[config.mk]
export PLATFORM = sky130hd
export DESIGN_NAME = oag_core
export DESIGN_NICKNAME = d
export VERILOG_FILES = /design/src/core/oag_core.v
export VERILOG_INCLUDE_DIRS = /design/src /design/src/core
export SDC_FILE = /design/constraint.sdc
export NUM_CORES = 2
export LEC_CHECK = 0
export BUFFER_PORTS_ARGS = -buffer_cell sky130_fd_sc_hd__buf_4
export CAP_MARGIN = 20
export CORE_MARGIN = 2
export CORE_UTILIZATION = 40
export CTS_CLUSTER_DIAMETER = 80
export DETAILED_ROUTE_END_ITERATION = 8
export GPL_ROUTABILITY_DRIVEN = 0
export MAX_ROUTING_LAYER = met4
export REMOVE_ABC_BUFFERS = 1
export SYNTH_ARGS = -nofsm -noshare
export SYNTH_HDL_FRONTEND = slang
export SYNTH_SLANG_ARGS = --single-unit
[constraint.sdc]
create_clock -name mclk -period 7.7 [get_ports mclk]
set_input_delay 0.77 -clock mclk [delete_from_list [all_inputs] [get_ports mclk]]
set_output_delay 0.77 -clock mclk [all_outputs]
set_load 0.05 [all_outputs]
[src/core/oag_regs.vh]
`ifndef OAG_REGS_VH
`define OAG_REGS_VH
// Register indices on the plain register port
`define OAG_ADDR_TBLPG   4'h0
`define OAG_ADDR_VISPG   4'h1
`define OAG_ADDR_CORECTL 4'h2
`define OAG_ADDR_PROT    4'h3
`define OAG_ADDR_STATUS  4'h4
`define OAG_ADDR_LASTEA  4'h5
// Field positions
`define OAG_CORECTL_VIS  2
`define OAG_PROT_BOOT    0
`define OAG_PROT_SEC     1
// Reset values
`define OAG_RST_PAGE     8'h00
`define OAG_RST_CTL      16'h0000
`define OAG_RST_PROT     2'h0
// Boot and secure RAM segment bounds (byte addresses)
`define OAG_BOOT_RAM_LO  16'h0800
`define OAG_BOOT_RAM_HI  16'h08FF
`define OAG_SEC_RAM_LO   16'h0900
`define OAG_SEC_RAM_HI   16'h09FF
// Near data mask for file addresses
`define OAG_NEAR_MASK    16'h1FFF
// Addressing modes
`define OAG_M_FILE   3'h0
`define OAG_M_REG    3'h1
`define OAG_M_IND    3'h2
`define OAG_M_POST   3'h3
`define OAG_M_PRE    3'h4
`define OAG_M_IDX    3'h5
`define OAG_M_LOFS   3'h6
`define OAG_M_LIT    3'h7
// Literal width selects
`define OAG_L5       3'h0
`define OAG_L10      3'h1
`define OAG_L14      3'h2
`define OAG_L16S     3'h3
`define OAG_L8       3'h4
`define OAG_L16      3'h5
`endif

[src/core/oag_core.v]
`timescale 1ns/1ns
`include "oag_regs.vh"
module oag_core (
  input  wire        mclk,
  input  wire        sys_rst,
  input  wire        ce,
  input  wire [3:0]  reg_addr,
  input  wire [15:0] reg_wdata,
  input  wire        reg_wr,
  input  wire        reg_rd,
  input  wire        op_valid,
  input  wire [2:0]  op_src_mode,
  input  wire [2:0]  op_dst_mode,
  input  wire [3:0]  op_src_ptr,
  input  wire [3:0]  op_dst_ptr,
  input  wire [3:0]  op_ofs_reg,
  input  wire [3:0]  op_base_reg,
  input  wire [15:0] op_lit,
  input  wire [2:0]  op_lit_sel,
  input  wire [4:0]  op_step,
  input  wire        op_is_move,
  input  wire        op_dst_default_working_register,
  input  wire        op_table,
  input  wire        op_table_hi,
  input  wire        op_table_wr,
  input  wire        op_byte,
  input  wire        exec_in_boot,
  input  wire        exec_in_secure,
  input  wire [23:0] pmem_rdata,
  input  wire        res_we,
  input  wire [3:0]  res_idx,
  input  wire [15:0] res_data,
  input  wire        res_pair,
  input  wire [15:0] res_data_hi,
  output reg  [15:0] reg_rdata,
  output reg  [15:0] base_val_q,
  output reg  [15:0] src_val_q,
  output reg  [15:0] src_ea_q,
  output reg  [15:0] dst_ea_q,
  output reg         dmem_rd_q,
  output reg         dmem_wr_q,
  output reg         dst_default_working_register_q,
  output reg  [23:0] pmem_addr_q,
  output reg         pmem_rd_q,
  output reg         pmem_wr_q,
  output reg         pmem_cfg_q,
  output reg  [15:0] pdata_q,
  output reg         pdata_valid_q,
  output reg         busy_q,
  output reg         prot_fault_q
);

////////////////////////////////////////////////////////////////////////
// State codes
localparam ST_IDLE = 2'h0;  // Ready for a new operand
localparam ST_VIS  = 2'h1;  // Extra visibility cycle
localparam ST_DATA = 2'h2;  // Program data returns

////////////////////////////////////////////////////////////////////////
// Storage
reg  [15:0] default_working_register_q [0:15];   // Working registers
reg  [7:0]  tblpg_q;         // Table page register
reg  [7:0]  vispg_q;         // Visibility page register
reg  [15:0] corectl_q;       // Core control register
reg  [1:0]  prot_q;          // Segment protection enables
reg  [1:0]  state_q;         // Sequencer state
reg         kind_hi_q;       // Pending read is upper word
reg         kind_byte_q;     // Pending read is byte wide
reg         kind_vis_q;      // Pending read is visibility
reg         bsel_q;          // Byte select address bit
reg         fault_seen_q;    // Sticky protection fault
reg  [15:0] src_ea_d;        // Next source address
reg  [15:0] dst_ea_d;        // Next destination address
reg  [15:0] src_ptr_d;       // Source pointer after modify
reg  [15:0] dst_ptr_d;       // Destination pointer after modify
reg         src_mem;         // Source touches memory
reg         dst_mem;         // Destination touches memory
reg         vis_rd;          // Source read through window
reg         vis_wr;          // Destination in window
reg         prot_hit;        // Access to guarded segment
integer     i;

wire        take = ce & op_valid & (state_q == ST_IDLE) & ~busy_q;
wire [15:0] step = {{11{op_step[4]}}, op_step};
wire [15:0] ofs  = default_working_register_q[op_ofs_reg];  // Shared offset

////////////////////////////////////////////////////////////////////////
// Literal extraction by width
function [15:0] lit_ext;
  input [2:0]  sel;
  input [15:0] lit;
  begin
    case (sel)
      `OAG_L5:   lit_ext = {11'h000, lit[4:0]};
      `OAG_L10:  lit_ext = {6'h00, lit[9:0]};
      `OAG_L14:  lit_ext = {2'h0, lit[13:0]};
      `OAG_L16S: lit_ext = lit;
      `OAG_L8:   lit_ext = {8'h00, lit[7:0]};
      default:   lit_ext = lit;
    endcase
  end
endfunction

////////////////////////////////////////////////////////////////////////
// Effective address for one operand
function [15:0] ea_of;
  input [2:0]  mode;
  input [15:0] ptr;
  input [15:0] offs;
  input [15:0] lit;
  input [15:0] raw;            // Unsized instruction field for file addresses
  input [15:0] stp;
  input        mv;
  begin
    case (mode)
      `OAG_M_FILE: ea_of = mv ? raw : (raw & `OAG_NEAR_MASK);
      `OAG_M_IND:  ea_of = ptr;
      `OAG_M_POST: ea_of = ptr;
      `OAG_M_PRE:  ea_of = ptr + stp;
      `OAG_M_IDX:  ea_of = ptr + offs;
      `OAG_M_LOFS: ea_of = ptr + lit;
      default:     ea_of = 16'h0000;
    endcase
  end
endfunction

////////////////////////////////////////////////////////////////////////
// Pointer value after modify
function [15:0] ptr_next;
  input [2:0]  mode;
  input [15:0] ptr;
  input [15:0] stp;
  begin
    if ((mode == `OAG_M_POST) || (mode == `OAG_M_PRE)) begin
      ptr_next = ptr + stp;
    end else begin
      ptr_next = ptr;
    end
  end
endfunction

////////////////////////////////////////////////////////////////////////
// Memory-operand test
function is_mem;
  input [2:0] mode;
  begin
    is_mem = (mode != `OAG_M_REG) && (mode != `OAG_M_LIT);
  end
endfunction

////////////////////////////////////////////////////////////////////////
// Guarded segment test for one address
function seg_block;
  input [15:0] a;
  input [1:0]  pe;
  input        in_boot;
  input        in_sec;
  begin
    seg_block = (pe[`OAG_PROT_BOOT] & ~in_boot &
                 (a >= `OAG_BOOT_RAM_LO) & (a <= `OAG_BOOT_RAM_HI)) |
                (pe[`OAG_PROT_SEC] & ~in_sec &
                 (a >= `OAG_SEC_RAM_LO) & (a <= `OAG_SEC_RAM_HI));
  end
endfunction

////////////////////////////////////////////////////////////////////////
// Address computation for both operands
always @* begin
  // Literal offsets, file addresses all come from op_lit
  // File mode takes the raw field, so the literal width never cuts it
  src_ea_d  = ea_of(op_src_mode, default_working_register_q[op_src_ptr], ofs,
                    lit_ext(op_lit_sel, op_lit), op_lit,
                    step, op_is_move);
  dst_ea_d  = ea_of(op_dst_mode, default_working_register_q[op_dst_ptr], ofs,
                    lit_ext(op_lit_sel, op_lit), op_lit,
                    step, op_is_move);
  src_ptr_d = ptr_next(op_src_mode, default_working_register_q[op_src_ptr], step);
  dst_ptr_d = ptr_next(op_dst_mode, default_working_register_q[op_dst_ptr], step);
  src_mem   = is_mem(op_src_mode);
  dst_mem   = is_mem(op_dst_mode) & ~op_dst_default_working_register;
  // Window only on top bit with enable, not during table ops
  vis_rd    = src_mem & ~op_table & src_ea_d[15] &
              corectl_q[`OAG_CORECTL_VIS];
  vis_wr    = dst_mem & ~op_table & dst_ea_d[15] &
              corectl_q[`OAG_CORECTL_VIS];
  prot_hit  = (src_mem & seg_block(src_ea_d, prot_q, exec_in_boot, exec_in_secure)) |
              (dst_mem & seg_block(dst_ea_d, prot_q, exec_in_boot, exec_in_secure));
end

////////////////////////////////////////////////////////////////////////
// Working registers: pointer update, results, writeback
always @(posedge mclk) begin
  if (sys_rst) begin
    for (i = 0; i < 16; i = i + 1) begin
      default_working_register_q[i] <= 16'h0000;
    end
  end else if (ce) begin
    if (take && !prot_hit) begin
      default_working_register_q[op_src_ptr] <= src_ptr_d;
      default_working_register_q[op_dst_ptr] <= dst_ptr_d;                // Destination wins on same pointer
    end
    if (res_we) begin
      if (res_pair) begin
        default_working_register_q[res_idx]        <= res_data;
        default_working_register_q[res_idx + 4'h1] <= res_data_hi;
      end else if (op_dst_default_working_register) begin
        // Result index is ignored while the default register is selected
        default_working_register_q[0] <= res_data;
      end else begin
        default_working_register_q[res_idx] <= res_data;
      end
    end
  end
end

////////////////////////////////////////////////////////////////////////
// Control registers and register reads
always @(posedge mclk) begin
  if (sys_rst) begin
    tblpg_q   <= `OAG_RST_PAGE;
    vispg_q   <= `OAG_RST_PAGE;
    corectl_q <= `OAG_RST_CTL;
    prot_q    <= `OAG_RST_PROT;
    reg_rdata <= 16'h0000;
  end else if (ce) begin
    if (reg_wr) begin
      if (reg_addr == `OAG_ADDR_TBLPG) begin
        tblpg_q <= reg_wdata[7:0];
      end else if (reg_addr == `OAG_ADDR_VISPG) begin
        vispg_q <= reg_wdata[7:0];
      end else if (reg_addr == `OAG_ADDR_CORECTL) begin
        corectl_q <= reg_wdata;
      end else if (reg_addr == `OAG_ADDR_PROT) begin
        prot_q <= reg_wdata[1:0];
      end
    end
    // Read data stands one cycle after the strobe
    if (reg_rd) begin
      if (reg_addr == `OAG_ADDR_TBLPG) begin
        reg_rdata <= {8'h00, tblpg_q};
      end else if (reg_addr == `OAG_ADDR_VISPG) begin
        reg_rdata <= {8'h00, vispg_q};
      end else if (reg_addr == `OAG_ADDR_CORECTL) begin
        reg_rdata <= corectl_q;
      end else if (reg_addr == `OAG_ADDR_PROT) begin
        reg_rdata <= {14'h0000, prot_q};
      end else if (reg_addr == `OAG_ADDR_STATUS) begin
        reg_rdata <= {13'h0000, fault_seen_q, state_q};
      end else if (reg_addr == `OAG_ADDR_LASTEA) begin
        reg_rdata <= src_ea_q;
      end else begin
        reg_rdata <= 16'h0000;                        // Unmapped reads zero
      end
    end else begin
      reg_rdata <= 16'h0000;
    end
  end
end

////////////////////////////////////////////////////////////////////////
// Operand issue and program-space sequencer
always @(posedge mclk) begin
  if (sys_rst) begin
    state_q       <= ST_IDLE;
    base_val_q    <= 16'h0000;
    src_val_q     <= 16'h0000;
    src_ea_q      <= 16'h0000;
    dst_ea_q      <= 16'h0000;
    dmem_rd_q     <= 1'b0;
    dmem_wr_q     <= 1'b0;
    dst_default_working_register_q    <= 1'b0;
    pmem_addr_q   <= 24'h000000;
    pmem_rd_q     <= 1'b0;
    pmem_wr_q     <= 1'b0;
    pmem_cfg_q    <= 1'b0;
    pdata_q       <= 16'h0000;
    pdata_valid_q <= 1'b0;
    busy_q        <= 1'b0;
    prot_fault_q  <= 1'b0;
    fault_seen_q  <= 1'b0;
    kind_hi_q     <= 1'b0;
    kind_byte_q   <= 1'b0;
    kind_vis_q    <= 1'b0;
    bsel_q        <= 1'b0;
  end else if (ce) begin
    // Strobes default low
    dmem_rd_q     <= 1'b0;
    dmem_wr_q     <= 1'b0;
    pmem_rd_q     <= 1'b0;
    pmem_wr_q     <= 1'b0;
    pdata_valid_q <= 1'b0;
    prot_fault_q  <= 1'b0;
    case (state_q)
      ST_IDLE: begin
        if (take) begin
          base_val_q <= default_working_register_q[op_base_reg];
          // Register direct gives contents, literal gives value
          if (op_src_mode == `OAG_M_REG) begin
            src_val_q <= default_working_register_q[op_src_ptr];
          end else begin
            src_val_q <= lit_ext(op_lit_sel, op_lit);
          end
          src_ea_q   <= src_ea_d;
          dst_ea_q   <= dst_ea_d;
          dst_default_working_register_q <= op_dst_default_working_register;
          if (prot_hit) begin
            prot_fault_q <= 1'b1;
            fault_seen_q <= 1'b1;
          end else if (op_table) begin
            // Page on top of address, page MSB picks space
            pmem_addr_q <= {tblpg_q, src_ea_d};
            pmem_cfg_q  <= tblpg_q[7];
            pmem_rd_q   <= ~op_table_wr;
            pmem_wr_q   <= op_table_wr;
            kind_hi_q   <= op_table_hi;
            kind_byte_q <= op_byte;
            kind_vis_q  <= 1'b0;
            bsel_q      <= src_ea_d[0];
            if (!op_table_wr) begin
              state_q <= ST_DATA;
              busy_q  <= 1'b1;
            end
          end else if (vis_rd) begin
            // Zero top bit keeps window in user space
            pmem_addr_q <= {1'b0, vispg_q, src_ea_d[14:0]};
            pmem_cfg_q  <= 1'b0;
            pmem_rd_q   <= 1'b1;
            kind_hi_q   <= 1'b0;
            kind_byte_q <= op_byte;
            kind_vis_q  <= 1'b1;
            bsel_q      <= src_ea_d[0];
            state_q     <= ST_VIS;
            busy_q      <= 1'b1;
          end else begin
            dmem_rd_q <= src_mem;
            dmem_wr_q <= dst_mem & ~vis_wr;           // Window writes dropped
          end
        end
      end
      ST_VIS: begin
        // Second fetch cycle of a window read
        state_q <= ST_DATA;
      end
      ST_DATA: begin
        // Shape returned program data
        if (kind_vis_q) begin
          pdata_q <= pmem_rdata[15:0];
        end else if (kind_hi_q) begin
          if (kind_byte_q) begin
            pdata_q <= bsel_q ? 16'h0000 : {8'h00, pmem_rdata[23:16]};
          end else begin
            pdata_q <= {8'h00, pmem_rdata[23:16]};
          end
        end else if (kind_byte_q) begin
          pdata_q <= bsel_q ? {8'h00, pmem_rdata[15:8]}
                            : {8'h00, pmem_rdata[7:0]};
        end else begin
          pdata_q <= pmem_rdata[15:0];
        end
        pdata_valid_q <= 1'b1;
        busy_q        <= 1'b0;
        state_q       <= ST_IDLE;
      end
      default: begin
        state_q <= ST_IDLE;
        busy_q  <= 1'b0;
      end
    endcase
  end
end

endmodule

# Word level (Yosys, flattened, before mapping)
# Memory sizes are Yosys's and may differ from the RTL's. A register that Yosys moved wholly into a read port is not among the register bits.
# Cells that the tools add are included.
# classes
add_sub_neg	7
order_cmp	8
n_eq_ne	33
n_mux	102
bitwise_logic	52
n_reduce_logical	28
# op_table
cell	n
$mux W16	20
$pmux W16 S5	2
$add A16 B16 Y16	6
$ge A16 B12 Y1 const B	4
$le A16 B12 Y1 const B	4
$pmux W16 S4	1
$reduce_or A16 Y1	4
$mux W1	63
$mux W24	2
$and A1 B1 Y1	31
$mux W8	3
$eq A3 B3 Y1 const B	7
$mux W4	4
$not A1 Y1	16
$eq A3 B2 Y1 const B	5
$reduce_and A5 Y1	3
$ne A3 B3 Y1 const B	4
$reduce_and A6 Y1	2
$mux W2	5
$logic_not A3 Y1	3
$eq A4 B2 Y1 const B	2
$eq A4 B3 Y1 const B	2
$eq A4 B4 Y1	2
$eq A4 B4 Y1 const B	2
other kinds (20)	33
# word_totals
reg_bits	154
ram_bits	256
input_bits	142
output_inout_bits	129
wordCells	256
n_memories	1
# mem_list
memory	depth	word_bits	rd	rd_clocked_by_memory_dff	wr	line_no	rtl
default_working_register_q	16	16	4	1	16	oag_core.v:61	reg [15:0] default_working_register_q [0:15];

# Logic depth before layout (Yosys ltp)
# logic_depth
word_depth	20
ltp_mapped	24
depth_no_buf	16

# Worst setup path after synthesis
# No wires, ideal clock.
# synth_timing
kind	input port to flip-flop
from	input port op_src_ptr[0]
to	memory default_working_register_q[0][0] (enable)
setup_ns	0.454
arrival_ns	7.151
t_required_ns	7.246
setup_slack_ns	0.095
cell_stages	23
path_buffers	9
cell_sequence	buf_2 > buf_4 > buf_2 > buf_2 > buf_2 > mux4_2 > mux4_2 > ha_1 > fa_1 > a211oi_1 > o211ai_1 > a221oi_1 > xnor2_1 > a221oi_1 > o211ai_1 > or4b_1 > or3_1 > buf_2 > buf_6 > buf_6 > buf_2 > nand3_1 > nand4b_1
# synth_rtl
item	line_no	rtl
start: declaration	oag_core.v:14	input wire [3:0] op_src_ptr,
end: declaration	oag_core.v:61	

==> metrics.yaml <==
pwr:
  p_int_mw: 4.80
  share_seq_of_total_power: 0.342
  swShare: 0.375
  clock_power_share: 0.339
  p_switching_mw: 2.88
  pwr_density_cell_nw_per_um2: 181
  power_frac_comb: 0.319
  peakVddDrop_v: 0.000147
  power_leakage_nw: 15.4
  p_total_mw: 7.68
clock_tree:
  post_cts_buffers: 0
  cts_resized: 0
  cts-root-buf: "clkbuf_16"
  clkTransAtPathRegs_ns: 0.06
  hold_buffers: 0
  clk_path_buf_depth: 3
  htree_num_levels: 2
  clock_sinks: 424
  cts_tree: "done"
  clock_latency_ns: 0.66
  cts_buffers: 54
drt:
  drt_first_iter_violations: 7728
  wl_per_cell_um: 37.5
  vias: 40200
  wl_um: 197000
  ant_nets: 0
  drc: 0
  dr.pass1.iters: 9
  viasPerCell: 7.65
synth:
  synth_top_cell_by_area: "edfxtp_1"
  syn_inst: 3854
  yosys-top-cells-count: "a21oi_1 (312), clkbuf_1 (300), nand2_1 (296)"
  yosysMostFrequentCell: "a21oi_1"
  postSynth.asyncResetShare: 0
  syn_area_um2: 36000
  synth-seq-cells: 424
  synthFlopType: "edfxtp_1"
  synth_cell_types: 91
  yosysWarnings: 0
  synth_top_area_frac: 0.214
  synth_edf_count: 256
  synth.area.top_cells: "edfxtp_1 (21%), mux4_2 (18%), dfxtp_1 (9.3%)"
  synth_area_per_cell_um2: 9.34
  ys_seq_area_frac: 0.307
timing:
  hold_ws_ns: 0.368
  finalHoldViolations: 0
  fmax_ghz: 0.139
  maxSlewViolCount: 0
  setup_viol: 0
  grt_setup_unrepaired: "no"
  worst_slew_pin_slew_ns: 1.31
  finalCriticalPeriod_ns: 7.21
  slew_headroom: 0.122
  skew_ns: 0.0402
  finalCritPeriodShare: 0.936
cells_and_area:
  syn2layout_area_growth_pct: 17.7
  ff_latch_area_um2: 11100
  multi_input_area_um2: 23100
  n_fill_cell: 8471
  drive_gt1_frac: 0.251
  fin_nets: 4229
global_route:
  use_met2: 0.557
  grt_pass1_vias: 37000
  met3_usage: 0.209
  track_usage: 0.422
  grt-busiest-layer: "met2"
  grt-ovfl-total: 0
  antenna_found_initial: 8
  grt_pass1_wl_um: 275000
  grt_max_degree: 68
  met1_usage: 0.490
critical_path:
  r2r-end: "default_working_register_q[12][13]"
  crit_path_end_kind: "flip-flop"
  crit_required_ns: 8.09
  reg2reg_setup_slack_ns: 0.61
  path_max_fanout: 16
  timing.rr.start: "default_working_register_q[11][0]"
  rr_worst_depth: 18
  worst_setup_path_start_kind: "input port"
  worstPathArrival_ns: 7.60
  setup.worst_path.class: "input port to flip-flop"
min_path:
  holdCritPathClass: "input port to flip-flop"
  worstHoldStart: "reg_wdata[15]"
  hold-path-cell-count: 3
  whs_endpoint: "corectl_q[15]"
placement:
  io_buffers: 270
  dpl.hpwl_um: 135000
job:
  drv_cap: 0
floorplan:
  dieArea_um2: 92400
  die_y_um: 304
  row_count: 110
  coreArea_um2: 89600
  die_w_um: 304
  io_pins: 271
  start_util: 0.402
status:
  status: "finished, final reports clean"
## metal layers
layer / part of all wire / vias up
met1: 0.33 / 19100
met2: 0.39 / 4093
met3: 0.18 / 1208
met5: 0 / -
li1: - / 15800
met4: 0.098 / 0
## flip-flops by register name (all words and copies together), names as in the netlist, 8 cells and up
name and count:
base_val_q 16, corectl_q 16, default_working_register_q 256, dst_ea_q 16, pdata_q 16, pmem_addr_q 24
reg_rdata 16, src_ea_q 16, src_val_q 16, tblpg_q 8, vispg_q 8
## cell usage in the layout, fill, tap and decap left out, types with 104 or more instances in the layout
master    instances
edfxtp_1        256
o22ai_1         241
a21oi_1         309
mux2i_1         104
nand2_1         293
nand3_1         195
dfxtp_1         168
a31oi_1         151
o21ai_0         110
mux4_2          287
nor2_1          287
buf_4           503
## metrics by stage
| stage | util | setup WS [ns] | cells | setup TNS (ns) | instance area (µm²) |
|---|---|---|---|---|---|
| 2_1_floorplan | - | -6.59 | 3411 | -2072.91 | 34200 |
| 3_3_place_gp | 0.452 | 0.0818 | 5133 | 0 | 40500 |
| 3_5_place_dp | 0.452 | 0.155 | 5137 | 0 | 40500 |
| 4_1_cts | 0.472 | 0.785 | 5236 | 0 | 42300 |
| 5_1_grt | 0.473 | 0.449 | 5248 | 0 | 42300 |
| 6_report | 0.473 | 0.490 | 5252 | 0 | 42400 |
## kinds of logic after synthesis
| logic type | Yosys count | share of synthesized area |
|---|---|---|
| compound gates | 1292 | 0.236 |
| fa+ha+maj | 68 | 0.0244 |
| mux | 426 | 0.219 |
| xor+xnor | 47 | 0.0114 |
| flops | 424 | 0.307 |
| buf+inv | 501 | 0.0571 |
| simple gates | 1096 | 0.144 |
## worst max-delay path by stage
stage / startpoint / to / slack, ns
6_report: op_ofs_reg[0] / default_working_register_q[12][13] / 0.49
4_1_cts: op_ofs_reg[0] / default_working_register_q[12][13] / 0.78
3_3_place_gp: op_ofs_reg[0] / default_working_register_q[12][13] / 0.08
3_5_place_dp: op_ofs_reg[0] / default_working_register_q[12][13] / 0.15
2_1_floorplan: op_ofs_reg[0] / default_working_register_q[10][0] / -6.59
5_1_grt: op_ofs_reg[0] / default_working_register_q[12][13] / 0.45
## cell type report
class                           instances  area share
Timing Repair Buffer                  553       0.112
Tap cell                             1176      0.0347
Sequential cell                       424       0.261
Multi-Input combinational cell       2929       0.545
Clock buffer                           61      0.0330
Clock inverter                         38     0.00821
Antenna cell                           13    0.000768
Inverter                               58     0.00514
## power by group through the flow
stage	Clock, mW	Sequential, mW	Combinational [mW]
final	2.60	2.63	2.45
after global routing	2.68	2.63	2.50
after CTS	2.60	2.62	2.32
after detailed placement	0	2.67	2.31
after global placement	0	2.66	2.30
after floorplan	0	2.72	1.17
## critical path, cell delays in order
cell and delay [ns]:
buf_4 0.29, buf_12 0.25, mux4_2 0.54, mux4_2 0.65
mux2_2 0.32, ha_1 0.23, fa_1 0.50, a211oi_1 0.35
o211ai_1 0.24, a41oi_1 0.40, xnor2_1 0.12, a221oi_1 0.53
o211ai_1 0.24, or4b_1 0.65, buf_4 0.18, nor3_4 0.30
buf_12 0.20, nor4_1 0.13, buf_12 0.18, a221oi_1 0.51
No activity file was read; power rests on OpenSTA's default activity.
